--- src/logic/cpcr_consts.vh ---
`ifndef CPCR_CONSTS_VH
`define CPCR_CONSTS_VH
// register offsets on the control map
`define CPCR_OFS_PIN_STRAP     8'h65
`define CPCR_OFS_CLK_SRC       8'h66
`define CPCR_OFS_ATTACK        8'h67
// pin/strap register fields
`define CPCR_BIT_STRAP_B       7
`define CPCR_BIT_STRAP_A       6
`define CPCR_BIT_GPI_EN        5
`define CPCR_BIT_SDATA_EN      4
`define CPCR_BIT_GPI_VAL       3
`define CPCR_BIT_GPO_EN        2
`define CPCR_BIT_GPO_VAL       1
`define CPCR_BIT_CORE_SEL      0
// clock source register fields
`define CPCR_CDIV_SEL_MSB      7
`define CPCR_CDIV_SEL_LSB      6
`define CPCR_PLL_SEL_MSB       5
`define CPCR_PLL_SEL_LSB       4
`define CPCR_PLLN_MSB          3
`define CPCR_PLLN_LSB          0
// attack register fields
`define CPCR_BIT_ATK_SRC       7
`define CPCR_ATK_BASE_MSB      6
`define CPCR_ATK_BASE_LSB      5
`define CPCR_ATK_MUL_MSB       4
`define CPCR_ATK_MUL_LSB       2
// reset values
`define CPCR_RST_PIN_CTL       6'h00
`define CPCR_RST_CLK_SRC       8'h02
`define CPCR_RST_ATTACK        6'h00
`define CPCR_RST_PLL_N         5'h02
// edges after internal release before the pin synchroniser holds a real sample
`define CPCR_STRAP_WAIT        2'h2
// clock source codes
`define CPCR_SRC_MCLK          2'h0
`define CPCR_SRC_IO_TWO        2'h1
`define CPCR_SRC_BCLK          2'h2
// baseline attack times in ms
`define CPCR_ATK_MS_0          8'h07
`define CPCR_ATK_MS_1          8'h08
`define CPCR_ATK_MS_2          8'h0a
`define CPCR_ATK_MS_3          8'h0b
`endif

--- src/logic/cpcr_regs.v ---
// Overview of operation
// - read-only bits 7 and 6 show strap levels of pins b and a at reset
// - pin d input-enable bit makes pin d a general input; resets zero
// - serial-data-input bit routes pin d to the audio serial data input
// - read-only bit 3 returns pin d level while used as general input
// - output-enable bit makes pin c a general-purpose output
// - pin c driven high or low following the output-level bit
// - strap and pin bits act only in two-wire mode, select input low
// - bit 0 picks core clock: zero pll divided, one clock divider
// - clock divider input: 00 master clock, 01 gpio two, 10 bit clock
// - pll reference input: 00 master clock, 01 gpio two, 10 bit clock
// - pll divider n: 0000 gives 16, 0001 gives 17, else binary value
// - attack source bit: zero older register, one this register
// - baseline attack 7, 8, 10 or 11 ms by code; resets 00
// - multiplier is two to the power of the three-bit code
`timescale 1ns/1ps
`include "cpcr_consts.vh"
module cpcr_regs (
   input  wire       sys_clk,
   input  wire       rst_b,
   input  wire       reg_wr_en,
   input  wire       reg_rd_en,
   input  wire [7:0] reg_addr,
   input  wire [7:0] reg_wdata,
   output reg  [7:0] reg_rdata,
   output reg        reg_hit,
   input  wire       iface_select,
   input  wire       multifunction_pin_a_in,
   input  wire       multifunction_pin_b_in,
   input  wire       multifunction_pin_d_in,
   output wire       multifunction_pin_c_out,
   output wire       multifunction_pin_c_oe,
   output wire       audio_serial_data_in,
   output wire       core_clock_sel,
   output wire [1:0] clock_divider_input_sel,
   output wire [1:0] pll_reference_input_sel,
   output reg  [4:0] pll_divider_n,
   output wire       atk_use_new,
   input  wire [7:0] legacy_attack_ms,
   output reg  [15:0] left_attack_ms
);
   reg        rst_meta_ff;
   reg        rst_sync_ff;
   wire       rst_int_b;
   wire [3:0] pins_sync;
   reg        strap_a_ff;
   reg        strap_b_ff;
   reg        strap_done_ff;
   reg  [1:0] strap_wait_ff;
   reg  [5:0] pin_ctl_ff;   // writable bits 5:0 at their own places, slot 3 unused
   reg  [7:0] clk_src_ff;
   reg  [5:0] attack_ff;
   reg  [7:0] nxt_rdata;
   reg  [4:0] nxt_pll_n;
   reg  [15:0] nxt_attack;
   wire       two_wire;
   wire       gpi_val;

   // reset released through two flops, assertion stays asynchronous
   always @(posedge sys_clk or negedge rst_b)
   begin
      if (!rst_b)
      begin
         rst_meta_ff <= 1'b0;
         rst_sync_ff <= 1'b0;
      end
      else
      begin
         rst_meta_ff <= 1'b1;
         rst_sync_ff <= rst_meta_ff;
      end
   end
   assign rst_int_b = rst_sync_ff;

   // pins and mode select come from outside the clock domain
   cpcr_sync2 #(
      .W(4)
   ) u_pin_sync (
      .sys_clk (sys_clk),
      .rst_b   (rst_int_b),
      .din     ({iface_select, multifunction_pin_d_in,
                 multifunction_pin_b_in, multifunction_pin_a_in}),
      .dout    (pins_sync)
   );

   assign two_wire = ~pins_sync[3];

   // straps caught once, after the pin synchroniser has filled
   always @(posedge sys_clk or negedge rst_int_b)
   begin
      if (!rst_int_b)
      begin
         strap_a_ff    <= 1'b0;
         strap_b_ff    <= 1'b0;
         strap_done_ff <= 1'b0;
         strap_wait_ff <= 2'h0;
      end
      else if (!strap_done_ff)
      begin
         // synchroniser leaves reset with us, so its first two outputs are stale
         strap_wait_ff <= strap_wait_ff + 2'h1;
         if (strap_wait_ff == `CPCR_STRAP_WAIT)
         begin
            strap_done_ff <= 1'b1;
            strap_a_ff    <= pins_sync[0];
            strap_b_ff    <= pins_sync[1];
         end
      end
   end

   // register writes; reserved code 11 trusted to host, low attack bits dropped
   always @(posedge sys_clk or negedge rst_int_b)
   begin
      if (!rst_int_b)
      begin
         pin_ctl_ff <= `CPCR_RST_PIN_CTL;
         clk_src_ff <= `CPCR_RST_CLK_SRC;
         attack_ff  <= `CPCR_RST_ATTACK;
      end
      else if (reg_wr_en)
      begin
         case (reg_addr)
            `CPCR_OFS_PIN_STRAP:
               pin_ctl_ff <= {reg_wdata[5:4], 1'b0, reg_wdata[2:0]} ;
            `CPCR_OFS_CLK_SRC:
               clk_src_ff <= reg_wdata;
            `CPCR_OFS_ATTACK:
               attack_ff <= reg_wdata[7:2];
            default:
               clk_src_ff <= clk_src_ff;
         endcase
      end
   end

   // pin d level only meaningful as general input in two-wire mode
   assign gpi_val = two_wire & pin_ctl_ff[5] & pins_sync[2];
   assign audio_serial_data_in = two_wire & pin_ctl_ff[4] & pins_sync[2];
   assign multifunction_pin_c_oe  = two_wire & pin_ctl_ff[2];
   // pin c level kept while disabled, so enabling shows it at once
   assign multifunction_pin_c_out = pin_ctl_ff[1];
   assign core_clock_sel          = pin_ctl_ff[0];
   assign clock_divider_input_sel = clk_src_ff[`CPCR_CDIV_SEL_MSB:`CPCR_CDIV_SEL_LSB];
   assign pll_reference_input_sel = clk_src_ff[`CPCR_PLL_SEL_MSB:`CPCR_PLL_SEL_LSB];
   assign atk_use_new             = attack_ff[5];

   // baseline attack time lookup
   function [7:0] base_ms;
      input [1:0] code;
      begin
         case (code)
            2'h0:    base_ms = `CPCR_ATK_MS_0;
            2'h1:    base_ms = `CPCR_ATK_MS_1;
            2'h2:    base_ms = `CPCR_ATK_MS_2;
            default: base_ms = `CPCR_ATK_MS_3;
         endcase
      end
   endfunction

   // one place decides which offsets answer on the control bus
   function mapped_ofs;
      input [7:0] ofs;
      begin
         mapped_ofs = (ofs == `CPCR_OFS_PIN_STRAP) ||
                      (ofs == `CPCR_OFS_CLK_SRC) ||
                      (ofs == `CPCR_OFS_ATTACK);
      end
   endfunction

   // divider decode and effective attack time
   always @*
   begin
      // codes 0 and 1 wrap to 16 and 17, the rest pass straight through
      case (clk_src_ff[`CPCR_PLLN_MSB:`CPCR_PLLN_LSB])
         4'h0:    nxt_pll_n = 5'h10;
         4'h1:    nxt_pll_n = 5'h11;
         default: nxt_pll_n = {1'b0, clk_src_ff[3:0]};
      endcase
      // largest product is 11 ms times 128, well inside sixteen bits
      if (attack_ff[5])
         nxt_attack = {8'h00, base_ms(attack_ff[4:3])} << attack_ff[2:0];
      else
         nxt_attack = {8'h00, legacy_attack_ms};
   end

   // read mux; straps and the pin d level bit read zero outside two-wire mode
   always @*
   begin
      nxt_rdata = 8'h00;
      case (reg_addr)
         `CPCR_OFS_PIN_STRAP:
            nxt_rdata = {two_wire & strap_b_ff, two_wire & strap_a_ff,
                         pin_ctl_ff[5:4], gpi_val, pin_ctl_ff[2:0]};
         `CPCR_OFS_CLK_SRC:
            nxt_rdata = clk_src_ff;
         `CPCR_OFS_ATTACK:
            nxt_rdata = {attack_ff, 2'b00};
         default:
            nxt_rdata = 8'h00;
      endcase
   end

   // registered outputs
   always @(posedge sys_clk or negedge rst_int_b)
   begin
      if (!rst_int_b)
      begin
         reg_rdata      <= 8'h00;
         reg_hit        <= 1'b0;
         pll_divider_n  <= `CPCR_RST_PLL_N;
         left_attack_ms <= 16'h0000;
      end
      else
      begin
         // read data holds between reads, so a slow host may fetch it late
         if (reg_rd_en)
            reg_rdata <= nxt_rdata;
         // hit marks offsets that answer, so a host can spot a wrong address
         reg_hit        <= (reg_rd_en | reg_wr_en) & mapped_ofs(reg_addr);
         pll_divider_n  <= nxt_pll_n;
         left_attack_ms <= nxt_attack;
      end
   end
endmodule

--- src/logic/cpcr_sync2.v ---
`timescale 1ns/1ps
// two-stage synchroniser for a bus of pin levels
module cpcr_sync2 #(
   parameter W = 1
)(
   input  wire         sys_clk,
   input  wire         rst_b,
   input  wire [W-1:0] din,
   output wire [W-1:0] dout
);
   reg [W-1:0] meta_ff;
   reg [W-1:0] sync_ff;

   // first stage feeds only the second
   always @(posedge sys_clk or negedge rst_b)
   begin
      if (!rst_b)
      begin
         meta_ff <= {W{1'b0}};
         sync_ff <= {W{1'b0}};
      end
      else
      begin
         meta_ff <= din;
         sync_ff <= meta_ff;
      end
   end

   assign dout = sync_ff;
endmodule
--- config.mk ---
export PLATFORM = sky130hd
export DESIGN_NAME = cpcr_regs
export DESIGN_NICKNAME = d
export VERILOG_FILES = /design/src/logic/cpcr_regs.v /design/src/logic/cpcr_sync2.v
export VERILOG_INCLUDE_DIRS = /design/src /design/src/logic
export SDC_FILE = /design/constraint.sdc
export NUM_CORES = 1
export LEC_CHECK = 0
export BUFFER_PORTS_ARGS = -buffer_cell sky130_fd_sc_hd__buf_2
export CAP_MARGIN = 20
export CORE_ASPECT_RATIO = 0.9
export CORE_MARGIN = 3
export CORE_UTILIZATION = 40
export CTS_CLUSTER_DIAMETER = 60
export CTS_CLUSTER_SIZE = 25
export DETAILED_ROUTE_END_ITERATION = 7
export GPL_ROUTABILITY_DRIVEN = 0
export SYNTH_ARGS = -nofsm -noshare
export SYNTH_HDL_FRONTEND = slang
export SYNTH_SLANG_ARGS = --single-unit
--- constraint.sdc ---
create_clock -name sys_clk -period 3.6 [get_ports sys_clk]
set_input_delay 0.72 -clock sys_clk [delete_from_list [all_inputs] [get_ports sys_clk]]
set_output_delay 0.72 -clock sys_clk [all_outputs]
set_load 0.01 [all_outputs]
==> results of run 1 <==
[critical path, cell delays in order]
cell,delay (ns)
buf_2,0.09
nand4bb_4,0.22
nor3b_4,0.34
and3_1,0.55
mux2_4,0.35
[placed cells by master, fill, tap and decap left out, drive strengths merged, types with 2 or more instances in the layout]
cell	synthesis	routed
a21oi	6	6
a22o	2	2
a22oi	3	3
and4	2	2
buf	13	66
clkbuf	10	12
clkinv	0	2
clkinvlp	0	2
conb	2	6
dfrtp	57	57
dfstp	2	2
ha	4	4
inv	14	14
mux2	26	26
mux2i	2	2
nand2	9	9
nand2b	2	2
nand3	4	4
nand3b	3	3
nor2	6	6
nor2b	4	4
nor3	2	2
o21ai	7	7
o221ai	2	2
o22ai	3	3
o2bb2ai	3	3
o32ai	2	2
[Yosys cell counts (2+ instances only)]
| library cell | instances |
|---|---|
| a21oi_1 | 6 |
| a22o_1 | 2 |
| a22oi_1 | 3 |
| and4_1 | 2 |
| buf_4 | 9 |
| buf_6 | 3 |
| clkbuf_1 | 10 |
| conb_1 | 2 |
| dfrtp_1 | 57 |
| dfstp_2 | 2 |
| ha_1 | 4 |
| inv_1 | 14 |
| mux2_2 | 7 |
| mux2_4 | 19 |
| mux2i_1 | 2 |
| nand2_1 | 9 |
| nand2b_1 | 2 |
| nand3_1 | 4 |
| nand3b_1 | 3 |
| nor2_1 | 6 |
| nor2b_1 | 4 |
| nor3_1 | 2 |
| o21ai_0 | 7 |
| o221ai_1 | 2 |
| o22ai_1 | 3 |
| o2bb2ai_1 | 3 |
| o32ai_1 | 2 |
[power groups by stage]
| stage | Sequential [mW] | Combinational, mW | Clock [mW] |
|---|---|---|---|
| 2_1_floorplan | 0.728 | 0.0745 | 0 |
| 5_1_grt | 0.720 | 0.130 | 0.597 |
| 3_3_place_gp | 0.728 | 0.117 | 0 |
| 4_1_cts | 0.716 | 0.119 | 0.563 |
| 3_5_place_dp | 0.728 | 0.119 | 0 |
| 6_report | 0.715 | 0.117 | 0.541 |
[kinds of logic after synthesis]
logic type | share of synthesized area
DFF | 0.563
and+or+nand+nor | 0.0981
buffers and inverters | 0.0748
AOI/OAI and AO/OA | 0.0843
muxes | 0.155
adders and majority gates | 0.0190
other | 0.00286
xor gates and xnor gates | 0.00333
[sequential cells by signal, indices dropped and copies added, names as in the netlist, 2 cells and up]
register,cells
u_pin_sync.dout,4
left_attack_ms,11
pll_divider_n,5
reg_rdata,8
strap_wait_ff,2
pin_ctl_ff,5
u_pin_sync.meta_ff,4
clk_src_ff,8
attack_ff,6
[layout make-up]
class	instances	area share
timing repair buffer	66	0.107
clock buffer	12	0.0497
tap	87	0.0349
inverter	14	0.0168
clock inverter	4	0.00802
multi-input combinational	112	0.310
sequential	59	0.474
[metal layers]
layer	up-vias	share of wire	wire length [um]
li1	808	-	-
met1	764	0.47	2360
met2	65	0.44	2190
met3	5	0.076	379
met4	0	0.011	57
met5	-	0	0
[final timing paths]
kind | slack, ns | startpoint | to | cells after the start
worst max-delay path | 1.56 | reg_addr[3] | clk_src_ff[0] | 5
worst min-delay path | 0.15 | rst_b | rst_meta_ff | 1
worst max register to register | 2.00 | attack_ff[4] | left_attack_ms[3] | 4
worst min register to register | 0.23 | rst_int_b | reg_rdata[7] | 0
max in group asynchronous | 2.55 | rst_int_b | pll_divider_n[4] | 1
min in group sys_clk | 0.35 | u_pin_sync.meta_ff[2] | u_pin_sync.dout[2] | 0
[stage by stage]
stage | util | instances | area (um^2) | setup WS, ns | total power [mW]
2_1_floorplan | - | 208 | 2640 | 1.60 | 0.803
3_3_place_gp | 0.471 | 338 | 2940 | 1.22 | 0.845
3_5_place_dp | 0.471 | 338 | 2940 | 1.17 | 0.847
4_1_cts | 0.499 | 354 | 3120 | 1.55 | 1.40
5_1_grt | 0.499 | 354 | 3120 | 1.44 | 1.45
6_report | 0.499 | 354 | 3120 | 1.56 | 1.37
==> run summary, run 1 <==
status -> finished, final reports clean
Crit Path Class -> in2reg
endpoints failing hold -> 0
switch share -> 0.247
M1 GR Usage -> 0.198
H-tree depth -> 3
Main synth FF type -> dfrtp_1
Setup crit start kind -> input pin
share of post-route cells with drive strength above 1 -> 0.431
Final setup viols -> 0
power density cells -> 440 nW/um^2
via count -> 1642
post-DR vias/cell -> 4.64
Switch Pwr -> 339 uW
internal power -> 1.03 mW
starting density of the core -> 0.420
Area growth syn-to-layout -> 18.8%
Cells after Synth -> 204
Synth top area share -> 0.543
Worst setup EP type -> flop
Port Buf Inserts -> 65
fillers -> 594
clk slew on worst S/H paths -> 0.07 ns
Fmax -> 491 MHz
sequential-to-total area share from yosys stat -> 0.563
post-detailed-placement half-perimeter wirelength -> 3610 um
Clk Latency, worst-skew pair -> 0.34 ns
drt first pass iters -> 4
LEAKAGE -> 1.53 nW
global-route wire length before repair -> 8270 um
number of max-cap violations -> 0
Num CTS Buffers -> 9
setup TNS -> 0 ns
largest net degree at the start of global routing -> 36
Yosys reg bits -> 59
dominant cells by area after synthesis -> dfrtp_1 54%, mux2_4 11%, mux2_2 3.0%, buf_4 2.6%, dfstp_2 2.0%
grt ovf -> 0
Final Skew -> 0.00742 ns
Mean Syn Cell Area -> 12.9 um^2
grt met2 use -> 0.197
asr flop ratio synth -> 1.00
Max-slew headroom -> 0.650
Longest Clk Path Bufs -> 2
crit share post-route -> 0.566
number of inserted diodes -> 0
hold slack -> 0.151 ns
critical path fanouts, max -> 8
post-synth cell types -> 42
Worst-Margin Slew -> 0.525 ns
Post-Route WL -> 4990 um
Multi-input gate area -> 967 um^2
storage element area -> 1480 um^2
initial antenna violation count -> 0
setup bufs post-CTS -> 0
number of flops mapped to enable cells by yosys -> 0
Die ar. -> 7580 um^2
CTS sink cnt -> 59
Required @ worst endpoint -> 3.83 ns
die height -> 82.9 um
Final Slew Violations -> 0
clock share of power -> 0.394
Yosys top cell by area -> dfrtp_1
row count -> 27
TritonCTS clock tree -> yes
gr busiest metal -> met1
root buf cell -> clkbuf_8
vias in the first global route -> 1565
Cell Area, Synth -> 2630 um^2
unrepaired setup endpoints after global routing -> false
Logic pwr share -> 0.085
io pins -> 71
CORE AREA -> 6250 um^2
Peak supply drop -> 264 uV
Hold Buf Count CTS -> 0
Die Wd -> 91.4 um
# DRC -> 0
DR WL/cell -> 14.1 um
sequential share of power -> 0.521
Final Net Count -> 298
Overall Global Routing Usage -> 0.143
Worst Hold Class -> in2async
CP arrival -> 2.27 ns
Warnings, synthesis -> 0
initial DRC count -> 50
Period minus WS final -> 2.04 ns
Detail Route Antenna Nets -> 0
post_cts resized -> 0
met3 Use GR -> 0.0652
Power figures use the tool's default switching activity.
==> run 2: changes to the inputs <==
--- a/config.mk
+++ b/config.mk
@@ -15,6 +15,7 @@
 export CTS_CLUSTER_SIZE = 25
 export DETAILED_ROUTE_END_ITERATION = 7
 export GPL_ROUTABILITY_DRIVEN = 0
+export PLACE_DENSITY = 0.66
 export SYNTH_ARGS = -nofsm -noshare
 export SYNTH_HDL_FRONTEND = slang
 export SYNTH_SLANG_ARGS = --single-unit
==> constraint.sdc (replaced) <==
create_clock -name sys_clk -period 1.6 [get_ports sys_clk]
set_input_delay 0.32 -clock sys_clk [delete_from_list [all_inputs] [get_ports sys_clk]]
set_output_delay 0.32 -clock sys_clk [all_outputs]
set_load 0.01 [all_outputs]
==> run 2 against run 1 <==
Register-to-register slack lost 1.9 ns. Via count rose by 4.9%. Highest routed layer unchanged. Critical path type is now reg2reg. Critical path depth is 1 lower. Sequential power up 120%. Combinational power rose by 150%. Clock-buffer cell count fell by 1. Worst setup slack got worse by 1.4 ns.
==> run summary, run 2 (synthesis gave the netlist of run 1 again) <==
status -> finished, final reports clean (unchanged)
Largest stage delay, worst path -> 0.50 ns (was 0.55 ns)
Fmax -> 675 MHz
root buf cell -> clkbuf_8 (unchanged)
initial DRC count -> 37 (was 50)
CTS sink cnt -> 59 (unchanged)
Design Power -> 3.38 mW (was 1.37 mW)
die height -> 82.9 um (unchanged)
critical path fanouts, max -> 5 (was 8)
Worst-Margin Slew -> 0.558 ns (was 0.525 ns)
Required @ worst endpoint -> 1.86 ns (was 3.83 ns)
Num CTS Buffers -> 9 (unchanged)
Period minus WS final -> 1.48 ns
R2R cell count -> 4 (unchanged)
TritonCTS clock tree -> yes (unchanged)
initial antenna violation count -> 0 (unchanged)
global-route wire length before repair -> 8780 um (was 8270 um)
grt ovf -> 0 (unchanged)
row count -> 27 (unchanged)
vias in the first global route -> 1802 (was 1565)
slack of the worst reg-to-reg path -> 0.12 ns (was 2.00 ns)
post-detailed-placement half-perimeter wirelength -> 3840 um (was 3610 um)
fillers -> 597 (was 594)
LEAKAGE -> 1.63 nW (was 1.53 nW)
Final setup viols -> 0 (unchanged)
power density cells -> 1030 nW/um^2 (was 440 nW/um^2)
H-tree depth -> 3 (unchanged)
io pins -> 71 (unchanged)
DR WL/cell -> 14.0 um (was 14.1 um)
Die Wd -> 91.4 um (unchanged)
Die ar. -> 7580 um^2 (unchanged)
Detail Route Antenna Nets -> 0 (unchanged)
storage element area -> 1480 um^2 (unchanged)
biggest regs -> left_attack_ms: 11 flops, clk_src_ff: 8 flops, reg_rdata: 8 flops (unchanged)
Final Skew -> 0.0127 ns (was 0.00742 ns)
crit share post-route -> 0.926
Final Net Count -> 313 (was 298)
Area growth syn-to-layout -> 25.1% (was 18.8%)
starting density of the core -> 0.420 (unchanged)
Multi-input gate area -> 967 um^2 (unchanged)
Hold EP -> u_pin_sync.meta_ff[0]
endpoints failing hold -> 0 (unchanged)
share of post-route cells with drive strength above 1 -> 0.461 (was 0.431)
CP Cell Sequence -> inv_1 -> ha_1 -> mux4_2 -> o22ai_1 (was buf_2 -> nand4bb_4 -> nor3b_4 -> and3_1 -> mux2_4)
number of inserted diodes -> 0 (unchanged)
CORE AREA -> 6250 um^2 (unchanged)
r2r endpoint -> left_attack_ms[3] (unchanged)
CP max stage cell -> mux4_2 (was and3_1)
# DRC -> 0 (unchanged)
via count -> 1723 (was 1642)
largest net degree at the start of global routing -> 28 (was 36)
Hold Startpoint -> multifunction_pin_a_in
Final Slew Violations -> 0 (unchanged)
max FFs per register -> 11 (unchanged)
CP arrival -> 1.74 ns (was 2.27 ns)
Setup crit start kind -> flop (was input pin)
most frequent cells in the layout -> 65 x buf_2, 56 x dfrtp_1, 19 x mux2_4 (unchanged)
clk slew on worst S/H paths -> 0.07 ns (about the same)
Post-Layout Inst Area -> 3290 um^2 (was 3120 um^2)
Crit Path Class -> reg2reg (was in2reg)
number of max-cap violations -> 0 (unchanged)
Reg with most FFs -> left_attack_ms (unchanged)
Post-DP Area -> 3060 um^2 (was 2940 um^2)
hold path depth -> 1
Post-Route WL -> 5160 um (was 4990 um)
Overall Global Routing Usage -> 0.149 (was 0.143)
Clk Latency, worst-skew pair -> 0.34 ns (about the same)
Peak supply drop -> 648 uV (was 264 uV)
Longest Clk Path Bufs -> 2 (unchanged)
Worst Hold Class -> in2reg (was in2async)
post-DR vias/cell -> 4.67 (was 4.64)
unrepaired setup endpoints after global routing -> false (unchanged)
most common cell after layout, fill and taps aside -> buf_2 (unchanged)
Port Buf Inserts -> 65 (unchanged)
Max-slew headroom -> 0.628 (was 0.650)
Worst setup EP type -> flop (unchanged)
worst reg2reg startpoint -> attack_ff[3] (was attack_ff[4])
drt first pass iters -> 4 (unchanged)
hold slack -> 0.0928 ns (was 0.151 ns)
## run 2: through the flow
stage | setup slack [ns] | setup TNS (ns) | instances | utilization
floorplan | 0.0179 | 0 | 208 | -
global placement | -0.0757 | -1.06 | 352 | 0.489
detailed placement | -0.0914 | -1.40 | 352 | 0.489
CTS | 0.0862 | 0 | 369 | 0.526
global route | 0.0366 | 0 | 369 | 0.526
finish | 0.118 | 0 | 369 | 0.526
## run 2: worst max path at each step
stage / start / end / slack [ns] / cells past startpoint
finish: attack_ff[3] / left_attack_ms[3] / 0.12 / 4
global route: attack_ff[3] / left_attack_ms[3] / 0.04 / 4
CTS: attack_ff[4] / left_attack_ms[3] / 0.09 / 4
detailed placement: reg_addr[3] / attack_ff[5] / -0.09 / 6
global placement: reg_addr[3] / attack_ff[2] / -0.08 / 6
floorplan: reg_addr[3] / attack_ff[0] / 0.02 / 5
## run 2: worst max-delay path: cells and delay by family (launching register included)
kind	cells	cell delay, ns
adder cells (fa/ha/maj)	1	0.29
multiplexers	1	0.50
buffers and inverters	1	0.11
flip-flops	1	0.37
AO/OA/AOI/OAI	1	0.13
## run 2: layer usage
metal	track usage	routed length, um	up-vias
li1	-	-	837
met1	0.195	2410	823
met2	0.221	2340	54
met3	0.0525	321	9
met4	0.0658	80	0
met5	0	0	-
## run 2: where the power goes
group | total [mW] | switching [mW] | internal (mW) | leakage [nW]
Combinational | 0.292 | 0.141 | 0.151 | 0.780
Sequential | 1.60 | 0.0517 | 1.55 | 0.746
Clock | 1.48 | 0.568 | 0.914 | 0.109
## run 2: cell type report
cell class	count	share of cell area
flip-flops and latches	59	0.450
well taps	87	0.0331
multi-input cells	112	0.294
clock inverters	5	0.0236
clock buffers	11	0.0430
inverters	14	0.0160
repair buffers	81	0.140
## run 2: timing repair
action | in CTS | in global routing
hold buffers | 1 | 0
endpoints found under the hold margin | 2 | 0
buffers inserted | 0 | 0
setup endpoints to repair | 0 | 1
resized for setup | 0 | 1
==> run 3: changes to the inputs <==
--- a/config.mk
+++ b/config.mk
@@ -15,7 +15,8 @@
 export CTS_CLUSTER_SIZE = 25
 export DETAILED_ROUTE_END_ITERATION = 7
 export GPL_ROUTABILITY_DRIVEN = 0
-export PLACE_DENSITY = 0.66
+export REMOVE_ABC_BUFFERS = 1
+export SETUP_SLACK_MARGIN = 0.15
 export SYNTH_ARGS = -nofsm -noshare
 export SYNTH_HDL_FRONTEND = slang
 export SYNTH_SLANG_ARGS = --single-unit
==> constraint.sdc (replaced) <==
create_clock -name sys_clk -period 1.65 [get_ports sys_clk]
set_input_delay 0.33 -clock sys_clk [delete_from_list [all_inputs] [get_ports sys_clk]]
set_output_delay 0.33 -clock sys_clk [all_outputs]
set_load 0.01 [all_outputs]
==> run 3 against run 2 <==
Register-to-register slack gained 0.10 ns. Largest cell class unchanged. Cell count shrank 0.54%. Combinational power is essentially flat. Worst setup slack gained 0.079 ns. Die area is the same.
==> run summary, run 3 (synthesis gave the netlist of run 1 again) <==
status -> finished, final reports clean (unchanged)
R2R cell count -> 4 (unchanged)
Die Wd -> 91.4 um (unchanged)
pre-CTS setup slack -> -0.0764 ns (was -0.0914 ns)
worst reg2reg startpoint -> attack_ff[3] (unchanged)
biggest regs -> left_attack_ms: 11 flops, clk_src_ff: 8 flops, reg_rdata: 8 flops (unchanged)
most frequent cells in the layout -> 65 x buf_2, 55 x dfrtp_1, 19 x mux2_4 (was 65 x buf_2, 56 x dfrtp_1, 19 x mux2_4)
CP Capture Point -> audio_serial_data_in (was left_attack_ms[3])
initial DRC count -> 42 (was 37)
Layout Cells excl Fill -> 367 (was 369)
Overall Global Routing Usage -> 0.143 (was 0.149)
r2r endpoint -> left_attack_ms[3] (unchanged)
number of max-cap violations -> 0 (unchanged)
root buf cell -> clkbuf_8 (unchanged)
unrepaired setup endpoints after global routing -> true (was false)
vias in the first global route -> 1695 (was 1802)
Required @ worst endpoint -> 1.32 ns (was 1.86 ns)
switch share -> 0.262 (was 0.225)
Port Buf Inserts -> 65 (unchanged)
CP Cell Sequence -> and3b_1 -> buf_2 (was inv_1 -> ha_1 -> mux4_2 -> o22ai_1)
via count -> 1725 (was 1723)
Design Power -> 2.97 mW (was 3.38 mW)
Period minus WS final -> 1.45 ns
Clk Latency, worst-skew pair -> 0.34 ns (about the same)
Longest Clk Path Bufs -> 2 (unchanged)
CORE AREA -> 6250 um^2 (unchanged)
# DRC -> 0 (unchanged)
number of inserted diodes -> 0 (unchanged)
Worst setup EP type -> primary output (was flop)
sequential share of power -> 0.522 (was 0.475)
Post-Route WL -> 5180 um (was 5160 um)
Logic pwr share -> 0.099 (was 0.086)
TritonCTS clock tree -> yes (unchanged)
LEAKAGE -> 1.61 nW (was 1.63 nW)
most common cell after layout, fill and taps aside -> buf_2 (unchanged)
Die ar. -> 7580 um^2 (unchanged)
number of buffers and inverters on the critical path -> 1 (unchanged)
Switch Pwr -> 776 uW (was 760 uW)
Cells after DPL -> 349 (was 352)
largest net degree at the start of global routing -> 56 (was 28)
H-tree depth -> 3 (unchanged)
Num CTS Buffers -> 9 (unchanged)
slack of the worst reg-to-reg path -> 0.22 ns (was 0.12 ns)
global-route wire length before repair -> 8370 um (was 8780 um)
starting density of the core -> 0.420 (unchanged)
Final Net Count -> 311 (was 313)
Detail Route Antenna Nets -> 0 (unchanged)
Final Slew Violations -> 0 (unchanged)
endpoints failing hold -> 0 (unchanged)
row count -> 27 (unchanged)
DR WL/cell -> 14.1 um (was 14.0 um)
Area growth syn-to-layout -> 23.7% (was 25.1%)
critical path fanouts, max -> 4 (was 5)
CP delay by family, top -> flip-flops (was multiplexers)
Setup crit start kind -> flop (unchanged)
Final Skew -> 0.00682 ns (was 0.0127 ns)
share of post-route cells with drive strength above 1 -> 0.471 (was 0.461)
clk slew on worst S/H paths -> 0.07 ns (about the same)
Crit Path Class -> reg2out (was reg2reg)
Crit. path cell count -> 2 (was 4)
Largest stage delay, worst path -> 0.42 ns (was 0.50 ns)
internal power -> 2.19 mW (was 2.62 mW)
drt first pass iters -> 4 (unchanged)
post-DR vias/cell -> 4.70 (was 4.67)
Final setup viols -> 0 (unchanged)
CTS sink cnt -> 59 (unchanged)
die height -> 82.9 um (unchanged)
CP max stage cell -> dfrtp_1 (was mux4_2)
Fmax -> 688 MHz
Reg with most FFs -> left_attack_ms (unchanged)
Peak supply drop -> 594 uV (was 648 uV)
max FFs per register -> 11 (unchanged)
crit share post-route -> 0.881
grt ovf -> 0 (unchanged)
CP arrival -> 1.12 ns (was 1.74 ns)
post-detailed-placement half-perimeter wirelength -> 3740 um (was 3840 um)
worst setup path startpoint -> u_pin_sync.dout[3] (was attack_ff[3])
power density cells -> 912 nW/um^2 (was 1030 nW/um^2)
hold slack -> 0.0604 ns (was 0.0928 ns)
clock share of power -> 0.379 (was 0.439)
initial antenna violation count -> 0 (unchanged)
worst setup margin -> 0.197 ns (was 0.118 ns)
io pins -> 71 (unchanged)
Worst Hold Class -> reg2async (was in2reg)
[run 3: changes by cell type in the layout (fill, tap and decap cells not counted), sizes merged]
cell,previous run,this run
clkinv,2,6
bufinv,2,0
clkbuf,11,9
buf,80,78
[run 3: routing by layer]
layer / part of all wire / global-route usage
met1: 0.45 / 0.192
met2: 0.46 / 0.206
met3: 0.073 / 0.0643
met4: 0.012 / 0.0438
met5: 0 / 0
[run 3: repair_timing]
item                       in CTS  in global routing
gates resized for setup         3                  1
setup endpoints to repair       3                  4
hold endpoints to repair        2                  0
hold buffers                    1                  0
cloned                          0                  0
setup buffers                   0                  1
pin swaps                       0                  0
[run 3: worst reg2reg max path, cell delays in order, from the launching register on]
cell and delay, ns:
dfrtp_1 0.39, buf_4 0.15, ha_1 0.21, mux4_2 0.47
o22ai_1 0.13
[run 3: worst min path at each step]
stage                            endpoint  slack (ns)       from
floorplan                       rst_int_b        0.03      rst_b
finish              u_pin_sync.meta_ff[1]        0.06  rst_int_b
detailed placement  u_pin_sync.meta_ff[1]        0.06  rst_int_b
CTS                 u_pin_sync.meta_ff[1]        0.06  rst_int_b
global route        u_pin_sync.meta_ff[1]        0.07  rst_int_b
global placement    u_pin_sync.meta_ff[1]        0.06  rst_int_b
[run 3: through the flow]
| step | setup TNS [ns] | cell area (um^2) | util |
|---|---|---|---|
| after floorplan | -7.24 | 2500 | - |
| after global placement | -0.518 | 3050 | 0.488 |
| after detailed placement | -0.892 | 3050 | 0.488 |
| after CTS | 0 | 3230 | 0.517 |
| after global routing | 0 | 3250 | 0.520 |
| final | 0 | 3250 | 0.520 |
[run 3: area by class of cell]
cell class / count / area (um^2)
Multi-Input combinational cell: 112 / 980
Tap cell: 87 / 109
Clock buffer: 9 / 124
Clock inverter: 7 / 45.0
Timing Repair Buffer: 79 / 458
Inverter: 14 / 52.6
Sequential cell: 59 / 1480
Fill cell: 569 / 3000
[run 3: power by group through the flow]
| stage | registers [mW] | logic (mW) | clock network [mW] |
|---|---|---|---|
| 6_report | 1.55 | 0.293 | 1.12 |
| 5_1_grt | 1.56 | 0.325 | 1.24 |
| 4_1_cts | 1.55 | 0.291 | 1.17 |
| 3_5_place_dp | 1.57 | 0.289 | 0 |
| 3_3_place_gp | 1.57 | 0.285 | 0 |
| 2_1_floorplan | 1.60 | 0.123 | 0 |
